[src/pkg/tfg_regs.vh]
// register map, field positions, rates and phase steps of the tone/fsk generator
// assumes a 250 MHz core clock and 8-bit register port
`ifndef TFG_REGS_VH
`define TFG_REGS_VH

// register addresses
`define TFG_ADDR_TONE 8'hba
`define TFG_ADDR_FCTL 8'hc6
`define TFG_ADDR_FDAT 8'hc7
`define TFG_ADDR_FFLG 8'hc8

// reset values
`define TFG_TONE_RST 8'h00
`define TFG_FCTL_RST 8'h00
`define TFG_FDAT_RST 8'h00

// tone control fields
`define TFG_ALERT_ON 7
`define TFG_DUAL_ON 6
`define TFG_HIGH_ON 5
`define TFG_LOW_ON 4
`define TFG_LSEL_HI 3
`define TFG_LSEL_LO 2
`define TFG_USEL_HI 1
`define TFG_USEL_LO 0

// fsk control fields
`define TFG_TX_ON 7
`define TFG_STD_SEL 6
`define TFG_SENDING 5
`define TFG_AMP_HI 1
`define TFG_AMP_LO 0
`define TFG_FLAG_BIT 0

// timing
`define TFG_MCLK_HZ 250000000
`define TFG_SMP_HZ 1000000
`define TFG_BAUD_HZ 1200

// phase steps, 24-bit accumulator at 1 MHz sample rate
`define TFG_INC_697 24'h002dae
`define TFG_INC_770 24'h003277
`define TFG_INC_852 24'h0037d6
`define TFG_INC_941 24'h003dab
`define TFG_INC_1209 24'h004f3c
`define TFG_INC_1336 24'h00578e
`define TFG_INC_1477 24'h0060cc
`define TFG_INC_1633 24'h006b05
`define TFG_INC_2130 24'h008b98
`define TFG_INC_2750 24'h00b439
`define TFG_INC_V23_MARK 24'h005532
`define TFG_INC_V23_SPACE 24'h0089a0
`define TFG_INC_NA_MARK 24'h004ea5
`define TFG_INC_NA_SPACE 24'h00902e

// level factors in sixteenths: 150, 125, 100, 75 mV
`define TFG_LVL_0 5'h10
`define TFG_LVL_1 5'h0d
`define TFG_LVL_2 5'h0b
`define TFG_LVL_3 5'h08

`endif

[src/rtl/tfg_top.v]
// tone generator: keypad dual tone, alerting tone and 1200 bit/s fsk on one pin
// assumes register port strobes synchronous to mclk, pin driver outside
//
// Chosen here: the strobed register port.
`include "tfg_regs.vh"

// Function
// - dual tone off leaves pin tristated
// - alerting enable gates pin, clear tristates
// - dual enable outputs the enabled low and high tones
// - two-bit selects pick row and column tones
// - high/low enables pick alerting tone set
// - tone steps derived from sample rate
// - fsk shares the same output pin
// - fsk sends 1200 bits per second
// - standard bit picks tone pair
// - transmit enable sets sending, starts bit clock
// - sending latches data bit0 each tick
// - sending cleared, next tick ends transmit
// - flag set each tick while enabled
// - clearing enable stops output at once
// - amplitude bits set fsk level
// - same level for alerting, upper louder
// - fsk registers reset to zero
module tfg_top #(
   parameter BIT_CYC = `TFG_MCLK_HZ / `TFG_BAUD_HZ
)(
   input wire mclk,
   input wire arst_n,
   input wire [7:0] reg_addr,
   input wire [7:0] reg_wdata,
   input wire reg_wr,
   input wire reg_rd,
   output reg [7:0] reg_rdata,
   input wire irq_ack,
   output wire fsk_irq,
   output reg [8:0] tone_out,
   output reg tone_oe_n
);

   localparam SMP_DIV = `TFG_MCLK_HZ / `TFG_SMP_HZ;
   localparam [31:0] SMP_LAST_W = SMP_DIV - 1;
   localparam [31:0] BIT_LAST_W = BIT_CYC - 1;
   // counters are cut on purpose: both terminal counts fit their widths
   localparam [7:0] SMP_LAST = SMP_LAST_W[7:0];
   localparam [17:0] BIT_LAST = BIT_LAST_W[17:0];

   reg [7:0] tone_gen_ctrl_r;
   reg fsk_tx_on_r;
   reg fsk_std_sel_r;
   reg fsk_sending_r;
   reg [1:0] amp_sel_r;
   reg fsk_tx_data_r;
   reg fsk_bit_tick_flag_r;
   reg tx_bit_r;
   reg [7:0] smp_cnt_r;
   reg [17:0] bit_cnt_r;
   reg [23:0] ph_r [0:1];
   reg [23:0] inc_nxt [0:1];
   reg [8:0] smp_nxt;
   reg oe_n_nxt;
   reg [7:0] rdata_nxt;

   wire wr_tone = reg_wr && (reg_addr == `TFG_ADDR_TONE);
   wire wr_fctl = reg_wr && (reg_addr == `TFG_ADDR_FCTL);
   wire wr_fdat = reg_wr && (reg_addr == `TFG_ADDR_FDAT);
   wire wr_fflg = reg_wr && (reg_addr == `TFG_ADDR_FFLG);
   wire smp_tick = (smp_cnt_r == SMP_LAST);
   wire bit_tick = fsk_tx_on_r && (bit_cnt_r == BIT_LAST);
   wire alert_on = tone_gen_ctrl_r[`TFG_ALERT_ON];
   wire dual_on = tone_gen_ctrl_r[`TFG_DUAL_ON];
   wire high_on = tone_gen_ctrl_r[`TFG_HIGH_ON];
   wire low_on = tone_gen_ctrl_r[`TFG_LOW_ON];
   wire [1:0] lsel = tone_gen_ctrl_r[`TFG_LSEL_HI:`TFG_LSEL_LO];
   wire [1:0] usel = tone_gen_ctrl_r[`TFG_USEL_HI:`TFG_USEL_LO];
   wire tx_rise = wr_fctl && reg_wdata[`TFG_TX_ON] && !fsk_tx_on_r;

   // row tone steps
   function [23:0] low_inc;
      input [1:0] sel;
      begin
         case (sel)
            2'h0: low_inc = `TFG_INC_697;
            2'h1: low_inc = `TFG_INC_770;
            2'h2: low_inc = `TFG_INC_852;
            default: low_inc = `TFG_INC_941;
         endcase
      end
   endfunction

   // column tone steps
   function [23:0] high_inc;
      input [1:0] sel;
      begin
         case (sel)
            2'h0: high_inc = `TFG_INC_1209;
            2'h1: high_inc = `TFG_INC_1336;
            2'h2: high_inc = `TFG_INC_1477;
            default: high_inc = `TFG_INC_1633;
         endcase
      end
   endfunction

   // triangle from the top phase bits, 7-bit
   function [6:0] tri_wave;
      input [23:0] ph;
      begin
         tri_wave = ph[23] ? ~ph[22:16] : ph[22:16];
      end
   endfunction

   // scale by level factor in sixteenths
   function [8:0] scale;
      input [8:0] x;
      input [1:0] lvl;
      reg [4:0] f;
      reg [13:0] p;
      begin
         f = `TFG_LVL_0;
         p = 14'h0000;
         case (lvl)
            2'h0: f = `TFG_LVL_0;
            2'h1: f = `TFG_LVL_1;
            2'h2: f = `TFG_LVL_2;
            default: f = `TFG_LVL_3;
         endcase
         p = x * f;
         scale = p[12:4];
      end
   endfunction

   // oscillator 0: row / lower alerting / fsk; oscillator 1: column / upper
   // the fsk carrier reuses oscillator 0, so fsk and row tones never overlap
   always @*
   begin
      if (fsk_tx_on_r)
      begin
         if (fsk_std_sel_r)
         begin
            inc_nxt[0] = tx_bit_r ? `TFG_INC_NA_MARK : `TFG_INC_NA_SPACE;
         end
         else
         begin
            inc_nxt[0] = tx_bit_r ? `TFG_INC_V23_MARK : `TFG_INC_V23_SPACE;
         end
      end
      else if (alert_on)
      begin
         inc_nxt[0] = `TFG_INC_2130;
      end
      else
      begin
         inc_nxt[0] = low_inc(lsel);
      end
      if (alert_on)
      begin
         inc_nxt[1] = `TFG_INC_2750;
      end
      else
      begin
         inc_nxt[1] = high_inc(usel);
      end
   end

   genvar gi;
   generate
      for (gi = 0; gi < 2; gi = gi + 1)
      begin : g_osc
         always @(posedge mclk or negedge arst_n)
         begin
            if (!arst_n)
            begin
               ph_r[gi] <= 24'h000000;
            end
            else if (smp_tick)
            begin
               // free-running phase: a new step takes effect without a click
               ph_r[gi] <= ph_r[gi] + inc_nxt[gi];
            end
         end
      end
   endgenerate

   // output selection, one source only
   always @*
   begin : p_mix
      reg [6:0] w0;
      reg [6:0] w1;
      reg [8:0] lo_part;
      reg [8:0] hi_part;
      w0 = tri_wave(ph_r[0]);
      w1 = tri_wave(ph_r[1]);
      lo_part = low_on ? {2'h0, w0} : 9'h000;
      // upper alerting tone about 2 dB above the lower one
      hi_part = high_on ? ({2'h0, w1} + {4'h0, w1[6:2]}) : 9'h000;
      smp_nxt = 9'h000;
      oe_n_nxt = 1'b1;
      if (fsk_tx_on_r)
      begin
         smp_nxt = scale({2'h0, w0}, amp_sel_r);
         oe_n_nxt = 1'b0;
      end
      else if (alert_on)
      begin
         smp_nxt = scale(lo_part + hi_part, amp_sel_r);
         oe_n_nxt = 1'b0;
      end
      else if (dual_on)
      begin
         smp_nxt = lo_part + (high_on ? {2'h0, w1} : 9'h000);
         oe_n_nxt = 1'b0;
      end
   end

   // pin drive; enable follows at once so a cleared source stops now
   always @(posedge mclk or negedge arst_n)
   begin
      if (!arst_n)
      begin
         tone_out <= 9'h000;
         tone_oe_n <= 1'b1;
      end
      else
      begin
         tone_oe_n <= oe_n_nxt;
         if (oe_n_nxt)
         begin
            // released pin shows zero so a later enable starts clean
            tone_out <= 9'h000;
         end
         else if (smp_tick)
         begin
            tone_out <= smp_nxt;
         end
      end
   end

   // sample strobe, 1 MHz from the core clock
   always @(posedge mclk or negedge arst_n)
   begin
      if (!arst_n)
      begin
         smp_cnt_r <= 8'h00;
      end
      else if (smp_tick)
      begin
         smp_cnt_r <= 8'h00;
      end
      else
      begin
         smp_cnt_r <= smp_cnt_r + 8'h01;
      end
   end

   // bit clock counts only while transmit is on
   always @(posedge mclk or negedge arst_n)
   begin
      if (!arst_n)
      begin
         bit_cnt_r <= 18'h00000;
      end
      else if (tx_rise || !fsk_tx_on_r || bit_tick)
      begin
         bit_cnt_r <= 18'h00000;
      end
      else
      begin
         bit_cnt_r <= bit_cnt_r + 18'h00001;
      end
   end

   // register writes and transmit sequencing; a control write beats a same-cycle tick
   always @(posedge mclk or negedge arst_n)
   begin
      if (!arst_n)
      begin
         tone_gen_ctrl_r <= `TFG_TONE_RST;
         fsk_tx_on_r <= 1'b0;
         fsk_std_sel_r <= 1'b0;
         fsk_sending_r <= 1'b0;
         amp_sel_r <= 2'h0;
         fsk_tx_data_r <= 1'b0;
         tx_bit_r <= 1'b1;
      end
      else
      begin
         if (wr_tone)
         begin
            tone_gen_ctrl_r <= reg_wdata;
         end
         if (wr_fdat)
         begin
            // only the lowest bit is kept, the rest reads back zero
            fsk_tx_data_r <= reg_wdata[0];
         end
         if (wr_fctl)
         begin
            fsk_tx_on_r <= reg_wdata[`TFG_TX_ON];
            fsk_std_sel_r <= reg_wdata[`TFG_STD_SEL];
            amp_sel_r <= reg_wdata[`TFG_AMP_HI:`TFG_AMP_LO];
            if (tx_rise)
            begin
               fsk_sending_r <= 1'b1;
               tx_bit_r <= 1'b1;
            end
            else
            begin
               // software may only clear sending, never set it
               fsk_sending_r <= fsk_sending_r & reg_wdata[`TFG_SENDING] & reg_wdata[`TFG_TX_ON];
            end
         end
         else if (bit_tick)
         begin
            if (fsk_sending_r)
            begin
               tx_bit_r <= fsk_tx_data_r;
            end
            else
            begin
               fsk_tx_on_r <= 1'b0;
               fsk_sending_r <= 1'b0;
            end
         end
      end
   end

   // tick flag: set wins over write-1-clear and acknowledge
   always @(posedge mclk or negedge arst_n)
   begin
      if (!arst_n)
      begin
         fsk_bit_tick_flag_r <= 1'b0;
      end
      else if (bit_tick)
      begin
         // a lost clear only repeats the request, a lost set would drop a bit
         fsk_bit_tick_flag_r <= 1'b1;
      end
      else if (irq_ack || (wr_fflg && reg_wdata[`TFG_FLAG_BIT]))
      begin
         fsk_bit_tick_flag_r <= 1'b0;
      end
   end

   assign fsk_irq = fsk_bit_tick_flag_r;

   // read mux; bits 4:2 of the fsk control word are unused and read zero
   always @*
   begin
      rdata_nxt = 8'h00;
      case (reg_addr)
         `TFG_ADDR_TONE: rdata_nxt = tone_gen_ctrl_r;
         `TFG_ADDR_FCTL: rdata_nxt = {fsk_tx_on_r, fsk_std_sel_r, fsk_sending_r, 3'h0, amp_sel_r};
         `TFG_ADDR_FDAT: rdata_nxt = {7'h00, fsk_tx_data_r};
         `TFG_ADDR_FFLG: rdata_nxt = {7'h00, fsk_bit_tick_flag_r};
         default: rdata_nxt = 8'h00;
      endcase
   end

   // read data valid only in the cycle after the strobe
   always @(posedge mclk or negedge arst_n)
   begin
      if (!arst_n)
      begin
         reg_rdata <= 8'h00;
      end
      else if (reg_rd)
      begin
         reg_rdata <= rdata_nxt;
      end
      else
      begin
         // zero outside the read slot keeps a shared bus or-able
         reg_rdata <= 8'h00;
      end
   end

endmodule

[config.mk]
export PLATFORM = sky130hd
export DESIGN_NAME = tfg_top
export DESIGN_NICKNAME = d
export VERILOG_FILES = /design/src/rtl/tfg_top.v
export VERILOG_INCLUDE_DIRS = /design/src /design/src/pkg
export SDC_FILE = /design/constraint.sdc
export NUM_CORES = 1
export LEC_CHECK = 0
export ABC_AREA = 1
export BUFFER_PORTS_ARGS = -buffer_cell sky130_fd_sc_hd__buf_4
export CAP_MARGIN = 10
export CELL_PAD_IN_SITES_DETAIL_PLACEMENT = 1
export CELL_PAD_IN_SITES_GLOBAL_PLACEMENT = 1
export CORE_UTILIZATION = 51
export CTS_CLUSTER_DIAMETER = 30
export DETAILED_ROUTE_END_ITERATION = 6
export PLACE_DENSITY = 0.95
export REMOVE_ABC_BUFFERS = 1
export SYNTH_ARGS = -nofsm -noshare
export SYNTH_HDL_FRONTEND = slang
export SYNTH_SLANG_ARGS = --single-unit
[constraint.sdc]
create_clock -name mclk -period 11.25 [get_ports mclk]
set_clock_uncertainty 0.05 [all_clocks]
set_input_delay 2.25 -clock mclk [delete_from_list [all_inputs] [get_ports mclk]]
set_output_delay 2.25 -clock mclk [all_outputs]
set_load 0.02 [all_outputs]
==> metrics.md, run 1 <==
| Metric | Value |
|---|---|
| Status | complete, no violations |
| Post-DRT Antenna Nets | 0 |
| Pwr Density | 72.7 nW/um^2 |
| Port bufs | 39 |
| Synth Area in Adders | 0.199 |
| Worst Tran Pin Value | 1.02 ns |
| Max Slew Vio Count | 0 |
| Register area | 2710 sq um |
| Crit path max fanout | 8 |
| Post-Route WL | 32.0 mm |
| Clock buffer depth | 2 |
| Post-layout min period | 6.17 ns |
| CTS root buf | clkbuf_16 |
| Mapped Area | 10,300 sq um |
| Finished Layout Cells | 1,746 |
| Die span in y | 144 um |
| # setup viols final | 0 |
| P&R area growth vs syn | 7.98% |
| Netlist cell types | 54 |
| Site Rows | 51 |
| Starting DRC count in detailed routing | 428 |
| Largest net degree at the start of global routing | 57 |
| Max_cap viols | 0 |
| Mean post-synth cell area | 7.16 sq um |
| Hpwl dp | 24.9 mm |
| Relative slew margins | 0.317 |
| Critical path startpoint category | flip-flop |
| LEAKAGE | 5.77 nW |
| TNS Setup | 0 ns |
| CTS Buf Count | 9 |
| Cells after Synth | 1,445 |
| Worst EP required | 11.50 ns |
| Area of the core | 19,700 sq um |
| Critical Path Sink Type | flip-flop |
| DIE WIDTH | 144 um |
| First-pass GRT wire length | 52.7 mm |
| Simple-gate share of the synthesized area | 0.295 |
| CTS tree | built |
| Tot GR Track Use | 0.326 |
| Fin. Hold Viols | 0 |
| CTS sink cnt | 108 |
| FF+latch count, synth | 108 |
| Layout cell share with drive strength beyond 1 | 0.0871 |
| Initial antenna violation count | 0 |
| Worst hold path type | reg2reg |
| Setup repair bufs after CTS | 0 |
| Unrepaired setup endpoints after global routing | false |
| Max stage delay cell, worst path | dfrtp_1 |
| Vias in the first global route | 10.7k |
| Router iterations before antenna repair | 5 |
| DR vias | 9,837 |
| Tcrit/Tclk final | 0.549 |
| Post-layout utilization of the core | 0.568 |
| Global route overflow | 0 |
| DRC | 0 |
| Post-synthesis sequential area ratio | 0.261 |
| Synth Area in XOR/XNOR | 0.0444 |
| Ys Warns | 0 |
| Final Net Count | 1,639 |
| Gpl congestion | 0.956 |
| Power Total | 0.812 mW |
| Most common library cell in the layout ignoring fill and taps | nand2_1 |
| Die footprint | 20,900 sq um |
| Commonest cells after routing, fill and taps aside | nand2_1, inv_1, nor2_1, dfrtp_1, ha_1 |
| Complex-gate fraction of the synthesized area | 0.113 |
| Post-cts sizing count | 0 |
| Number of enable flip-flop cells after synthesis | 0 |
| Post-synthesis mux area share | 0 |
| Ys async rst share | 1.00 |
| Inst Count DP | 1,730 |
| Via/cell ratio | 5.63 |
| Register clock-pin slew on the reported worst setup and hold paths | 0.08 ns |
| Avg WL per Cell | 18.3 um |
| FMAX | 162 MHz |
| H-tree Lvls | 3 |
| Area after DPL | 10,900 sq um |
| Clk_lat worst skew | 0.36 ns |
| IO Count | 40 |
| CP Class | reg2reg |
| Main flop type after synthesis | dfrtp_1 |
| Post-CTS Hold Fix Bufs | 0 |
| Fill cells | 2,628 |
| Peak VDD IR | 0.0737 mV |
| Multi-input combinational cell area | 6740 sq um |
| Starting Density | 0.526 |
| Largest stage delay, worst path | 0.67 ns |
| Design area | 11,200 sq um |
| Ant. Diodes | 0 |
| Main combinational cell family by area after synthesis | simple AND/OR/NAND/NOR gates |
| CP arrival | 6.42 ns |
## registers in the layout, indices dropped and copies added, names as in the netlist
name / cells
ph_r: 24
tri_wave.ph: 24
bit_cnt_r: 18
tone_out: 9
reg_rdata: 8
smp_cnt_r: 8
tone_gen_ctrl_r: 8
amp_sel_r: 2
fsk_irq: 1
fsk_sending_r: 1
fsk_std_sel_r: 1
fsk_tx_data_r: 1
fsk_tx_on_r: 1
tone_oe_n: 1
tx_bit_r: 1
## area by class of cell
cell class / instances / area share
multi-input cells: 1105 / 0.603
flip-flops and latches: 108 / 0.242
inverters: 209 / 0.0707
well taps: 265 / 0.0297
repair buffers: 43 / 0.0289
clock buffers: 10 / 0.0214
clock inverters: 6 / 0.00414
## worst paths after layout
path                            slack, ns  depth (start not counted)       startpoint        endpoint
worst max-delay path                 5.08                         31  tri_wave.ph[23]     tone_out[7]
worst min-delay path                 0.41                          1     bit_cnt_r[0]    bit_cnt_r[0]
worst max register to register       5.08                         31  tri_wave.ph[23]     tone_out[7]
worst min register to register       0.41                          1     bit_cnt_r[0]    bit_cnt_r[0]
max in group asynchronous            8.04                          2           arst_n  tri_wave.ph[9]
min in group asynchronous            1.87                          1           arst_n    bit_cnt_r[5]
## cell usage after synthesis (2+ instances only)
library cell    n  area (sq um)
a211oi_1        2          15.0
a21o_1          4          30.0
a21oi_1        92           460
a221oi_1        2          17.5
a31oi_1        10          62.6
and2_1          3          18.8
buf_2           9          45.0
buf_6           2          22.5
clkbuf_1       11          41.3
clkinv_1        4          15.0
dfrtp_1       106          2650
dfstp_2         2          52.6
fa_1           37           741
ha_1          105          1310
inv_1         196           736
inv_2           7          26.3
inv_4           2          12.5
nand2_1       365          1370
nand2_2        14          87.6
nand2_4         2          22.5
nand3_1        59           295
nand3_2         4          40.0
nand3b_1        3          22.5
nand4_1        21           131
nor2_1        156           586
nor2_2          7          43.8
nor2_4          7          78.8
nor3_1         28           140
nor3_2          2          20.0
nor3b_1         3          22.5
nor4_1          5          31.3
o211ai_1        3          22.5
o21a_1          4          30.0
o21ai_0        79           395
o21ai_1         6          30.0
o21ai_2         3          26.3
o21bai_1        4          30.0
or2_1           3          18.8
or2_2          13          81.3
xnor2_1        22           193
xor2_1         23           201
xor2_2          3          48.8
## report_power, final
| part | leakage, nW | switching, mW | internal, mW |
|---|---|---|---|
| combinational | 4.18 | 0.0637 | 0.0252 |
| clock | 0.141 | 0.166 | 0.159 |
| sequential | 1.44 | 0.00678 | 0.392 |
## critical path: cells and delay by family (launching register included)
kind            cells  cell delay, ns
buf+inv             2            0.10
compound gates      4            0.57
flops               1            0.67
simple gates       18            1.89
xor+xnor            1            0.33
fa+ha+maj           6            2.49
## layer usage
| layer | share of wire | global-route usage |
|---|---|---|
| met1 | 0.42 | 0.388 |
| met2 | 0.50 | 0.585 |
| met3 | 0.038 | 0.0493 |
| met4 | 0.036 | 0.128 |
| met5 | 0 | 0 |
## per-stage QoR
| stage | hold WS (ns) | setup WS [ns] |
|---|---|---|
| after CTS | 0.420 | 5.16 |
| after detailed placement | 0.408 | 5.22 |
| final | 0.413 | 5.08 |
| after global placement | 0.397 | 5.52 |
| after floorplan | 0.382 | 5.87 |
| after global routing | 0.452 | 4.61 |
## cells by family (layout without fill, tap and decap cells)
kind of cell	Yosys count	in the layout
flops	108	108
xor+xnor	49	49
buf+inv	232	268
compound gates	215	215
fa+ha+maj	142	142
simple gates	699	699
Power figures use the tool's default switching activity.
==> run 2, diff against run 1 <==
Settings changed: ABC_AREA 1 to 0, CORE_UTILIZATION 51 to 49, PLACE_DENSITY 0.95 to 0.9.
Clock period 11.25 ns to 5.7 ns, I/O delays scaled along.
==> run 2 against run 1 <==
Net effect: the flow now finishes with violations (negative setup slack); cell count is 14% lower; worst setup slack worse by 6.1 ns; combinational power is 120% higher; wire length is 11% higher; register-to-register slack worse by 6.1 ns; largest cell class unchanged; highest routed layer unchanged.
==> metrics.md, run 2 <==
| Metric | Value |
|---|---|
| Worst Tran Pin Value | 0.891 ns (-0.129 ns) |
| CTS root buf | clkbuf_16 |
| Area leader, netlist | dfrtp_1 |
| Post-DRT Antenna Nets | 0 (unchanged) |
| Tcrit/Tclk final | 1.19 (+0.639) |
| Clock buffer depth | 2 (unchanged) |
| Mean post-synth cell area | 8.79 sq um (+23%) |
| Max_cap viols | 0 (unchanged) |
| Vias in the first global route | 10.2k (-5.1%) |
| Clock power share | 0.424 (+0.024) |
| Cells after Synth | 1,124 (-22%) |
| Design area | 11,800 sq um (+5.3%) |
| Tot GR Track Use | 0.359 (+0.0333) |
| CP Class | reg2reg |
| Power Internal | 1.16 mW (+100%) |
| Simple-gate share of the synthesized area | 0.188 (-0.108) |
| Avg WL per Cell | 23.8 um (+30%) |
| Violations in the final reports | negative setup slack |
| Pwr Density | 144 nW/um^2 (+98%) |
| Layout cell share with drive strength beyond 1 | 0.194 (+0.107) |
| Worst hold path type | reg2reg |
| Starting DRC count in detailed routing | 647 (+51%) |
| Post-Route WL | 35.6 mm (+11%) |
| Area of the core | 19,600 sq um (-0.32%) |
| Initial antenna violation count | 0 (unchanged) |
| Final Net Count | 1,392 (-15%) |
| Mapped Area | 9880 sq um (-4.5%) |
| Status | finished, violations left |
| Main combinational cell family by area after synthesis | adder cells |
| FF+latch count, synth | 108 (unchanged) |
| Multi-input combinational cell area | 7070 sq um (+5.0%) |
| Top post-synthesis cells by area | dfrtp_1, ha_1, fa_1 |
| Ys async rst share | 1.00 (unchanged) |
| Fin. Hold Viols | 0 (unchanged) |
| Synth Area in Adders | 0.210 (+0.0115) |
| Site Rows | 51 (unchanged) |
| Most common library cell in the layout ignoring fill and taps | buf_4 |
| Complex-gate fraction of the synthesized area | 0.170 (+0.0575) |
| H-tree Lvls | 3 (unchanged) |
| Post-synth top area share | 0.269 (+0.0122) |
| DR vias | 9,246 (-6.0%) |
| DRC | 0 (unchanged) |
| P&R area growth vs syn | 19.1% |
| Switching Share | 0.314 (+0.0233) |
| Number of enable flip-flop cells after synthesis | 0 (unchanged) |
| Starting Density | 0.504 (-0.0223) |
| Register clock-pin slew on the reported worst setup and hold paths | 0.10 ns (+0.02 ns) |
| Area after DPL | 10,900 sq um (+0.18%) |
| LEAKAGE | 5.78 nW (+0.31%) |
| Post-synthesis sequential area ratio | 0.274 (+0.0125) |
| Crit path top cell by count | fa_1 |
| Die span in y | 144 um (-0.32%) |
| Relative slew margins | 0.406 (+0.0887) |
| Cell with the most instances after synthesis | nand2_1 |
| Ys Warns | 0 (unchanged) |
| Worst hold stages | 1 (unchanged) |
| DIE WIDTH | 144 um (-0.32%) |
| First-pass GRT wire length | 55.9 mm (+5.9%) |
| Max stage delay cell, worst path | fa_1 |
| Gate power share | 0.114 (+0.005) |
| Psw | 0.532 mW (+130%) |
| Router iterations before antenna repair | 5 (unchanged) |
| Critical Path Sink Type | flip-flop |
| Hold slack | 0.436 ns (+0.0225 ns) |
| CTS tree | built |
| # setup viols final | 8 (+8) |
| Hpwl dp | 22.8 mm (-8.3%) |
| CP arrival | 7.00 ns (+0.58 ns) |
| Gpl congestion | 0.877 (-8.3%) |
| IO Count | 40 (unchanged) |
| Fill cells | 2,261 (-14%) |
| Leading cell types by count after synthesis | nand2_1, dfrtp_1, ha_1 |
| Netlist cell types | 83 (+54%) |
| Unrepaired setup endpoints after global routing | true |
| Peak VDD IR | 0.160 mV (+120%) |
| Share of power burned in registers | 0.461 (-0.030) |
| Critical path startpoint category | flip-flop |
| Main flop type after synthesis | dfrtp_1 |
| CTS Buf Count | 9 (unchanged) |
| FMAX | 148 MHz (-8.8%) |
| Largest net degree at the start of global routing | 68 (+19%) |
| Finished Layout Cells | 1,499 (-14%) |
| Worst EP required | 5.93 ns (-5.57 ns) |
| Post-layout min period | 6.77 ns (+0.598 ns) |
| Commonest cells after routing, fill and taps aside | buf_4, nand2_1, dfrtp_1, ha_1, nor2_1 |
| Synth Area in XOR/XNOR | 0.0898 (+0.0454) |
| Via/cell ratio | 6.17 (+9.5%) |
| Global route overflow | 0 (unchanged) |
| Ant. Diodes | 0 (unchanged) |
| Max Slew Vio Count | 0 (unchanged) |
| Crit path max fanout | 4 (-4) |
| Inst Count DP | 1,467 (-15%) |
| Register area | 2710 sq um (unchanged) |
| Largest stage delay, worst path | 0.51 ns (-0.16 ns) |
| Post-synthesis mux area share | 0.0179 (+0.0179) |
| CTS sink cnt | 108 (unchanged) |
| Post-route setup slack | -1.07 ns (-6.15 ns) |
| Port bufs | 39 (unchanged) |
| Clk_lat worst skew | 0.39 ns (+0.03 ns) |
| Die footprint | 20,700 sq um (-0.64%) |
| Worst Reg-to-Reg Cells | 30 (-3.2%) |
## run 2: changes by cell type in the layout (fill, tap and decap cells not counted), sizes merged, moves of 25 or more
cell / delta
and2: +41
nand2: -265
inv: -111
nor2b: +25
nor2: -83
nand3: -44
xnor2: +27
buf: +87
a21oi: -33
## run 2: final timing paths
path,slack [ns],to,start
setup reg to reg,-1.07,tone_out[7],tri_wave.ph[23]
setup / recovery,-1.07,tone_out[7],tri_wave.ph[23]
hold / removal,0.44,smp_cnt_r[7],smp_cnt_r[7]
min in group asynchronous,0.82,bit_cnt_r[15],arst_n
hold reg to reg,0.44,smp_cnt_r[7],smp_cnt_r[7]
max in group asynchronous,3.62,smp_cnt_r[5],arst_n
## run 2: cell type report
type | instances | area share
inverters | 91 | 0.0290
well taps | 265 | 0.0282
flip-flops and latches | 108 | 0.230
multi-input cells | 889 | 0.601
clock inverters | 7 | 0.00798
repair buffers | 130 | 0.0846
clock buffers | 9 | 0.0191
## run 2: what timing repair did
action	in CTS	in global routing
endpoints found under the setup margin	8	8
resized for setup	72	12
hold buffers	0	0
pin swaps	55	20
buffers inserted	13	4
## run 2: routing by layer
metal	up-vias	track usage	share of wire
met5	-	0	0
met4	0	0.231	0.062
met3	162	0.0696	0.054
met2	349	0.606	0.49
met1	4643	0.415	0.39
li1	4092	-	-
## run 2: critical path, delay by kind of cell (launching register included)
kind	cells	cell delay (ns)
adder cells (fa/ha/maj)	7	2.59
AO/OA/AOI/OAI	11	1.92
AND/OR/NAND/NOR	7	0.94
XOR/XNOR	2	0.46
flip-flops	1	0.44
multiplexers	1	0.14
buffers and inverters	2	0.10
## run 2: cells by family after synthesis
logic type               after synthesis
adder cells (fa/ha/maj)              144
flip-flops                           108
AO/OA/AOI/OAI                        253
multiplexers                          16
buffers and inverters                127
XOR/XNOR                              98
AND/OR/NAND/NOR                      378
## run 2: stage by stage
stage	utilization	setup slack, ns	TNS [ns]	power [mW]
2_1_floorplan	-	-0.934	-3.83	0.896
3_3_place_gp	0.557	-0.522	-2.11	0.966
3_5_place_dp	0.557	-0.863	-4.45	0.977
4_1_cts	0.596	-0.489	-2.50	1.67
5_1_grt	0.600	-1.24	-7.67	1.74
6_report	0.600	-1.07	-6.29	1.69
## run 2: power by group through the flow
stage                     registers [mW]  clock network (mW)  logic [mW]
after floorplan                    0.797                   0      0.0991
after global placement             0.794                   0       0.171
after detailed placement           0.795                   0       0.182
after CTS                          0.780               0.702       0.187
after global routing               0.782               0.744       0.211
final                              0.781               0.719       0.194
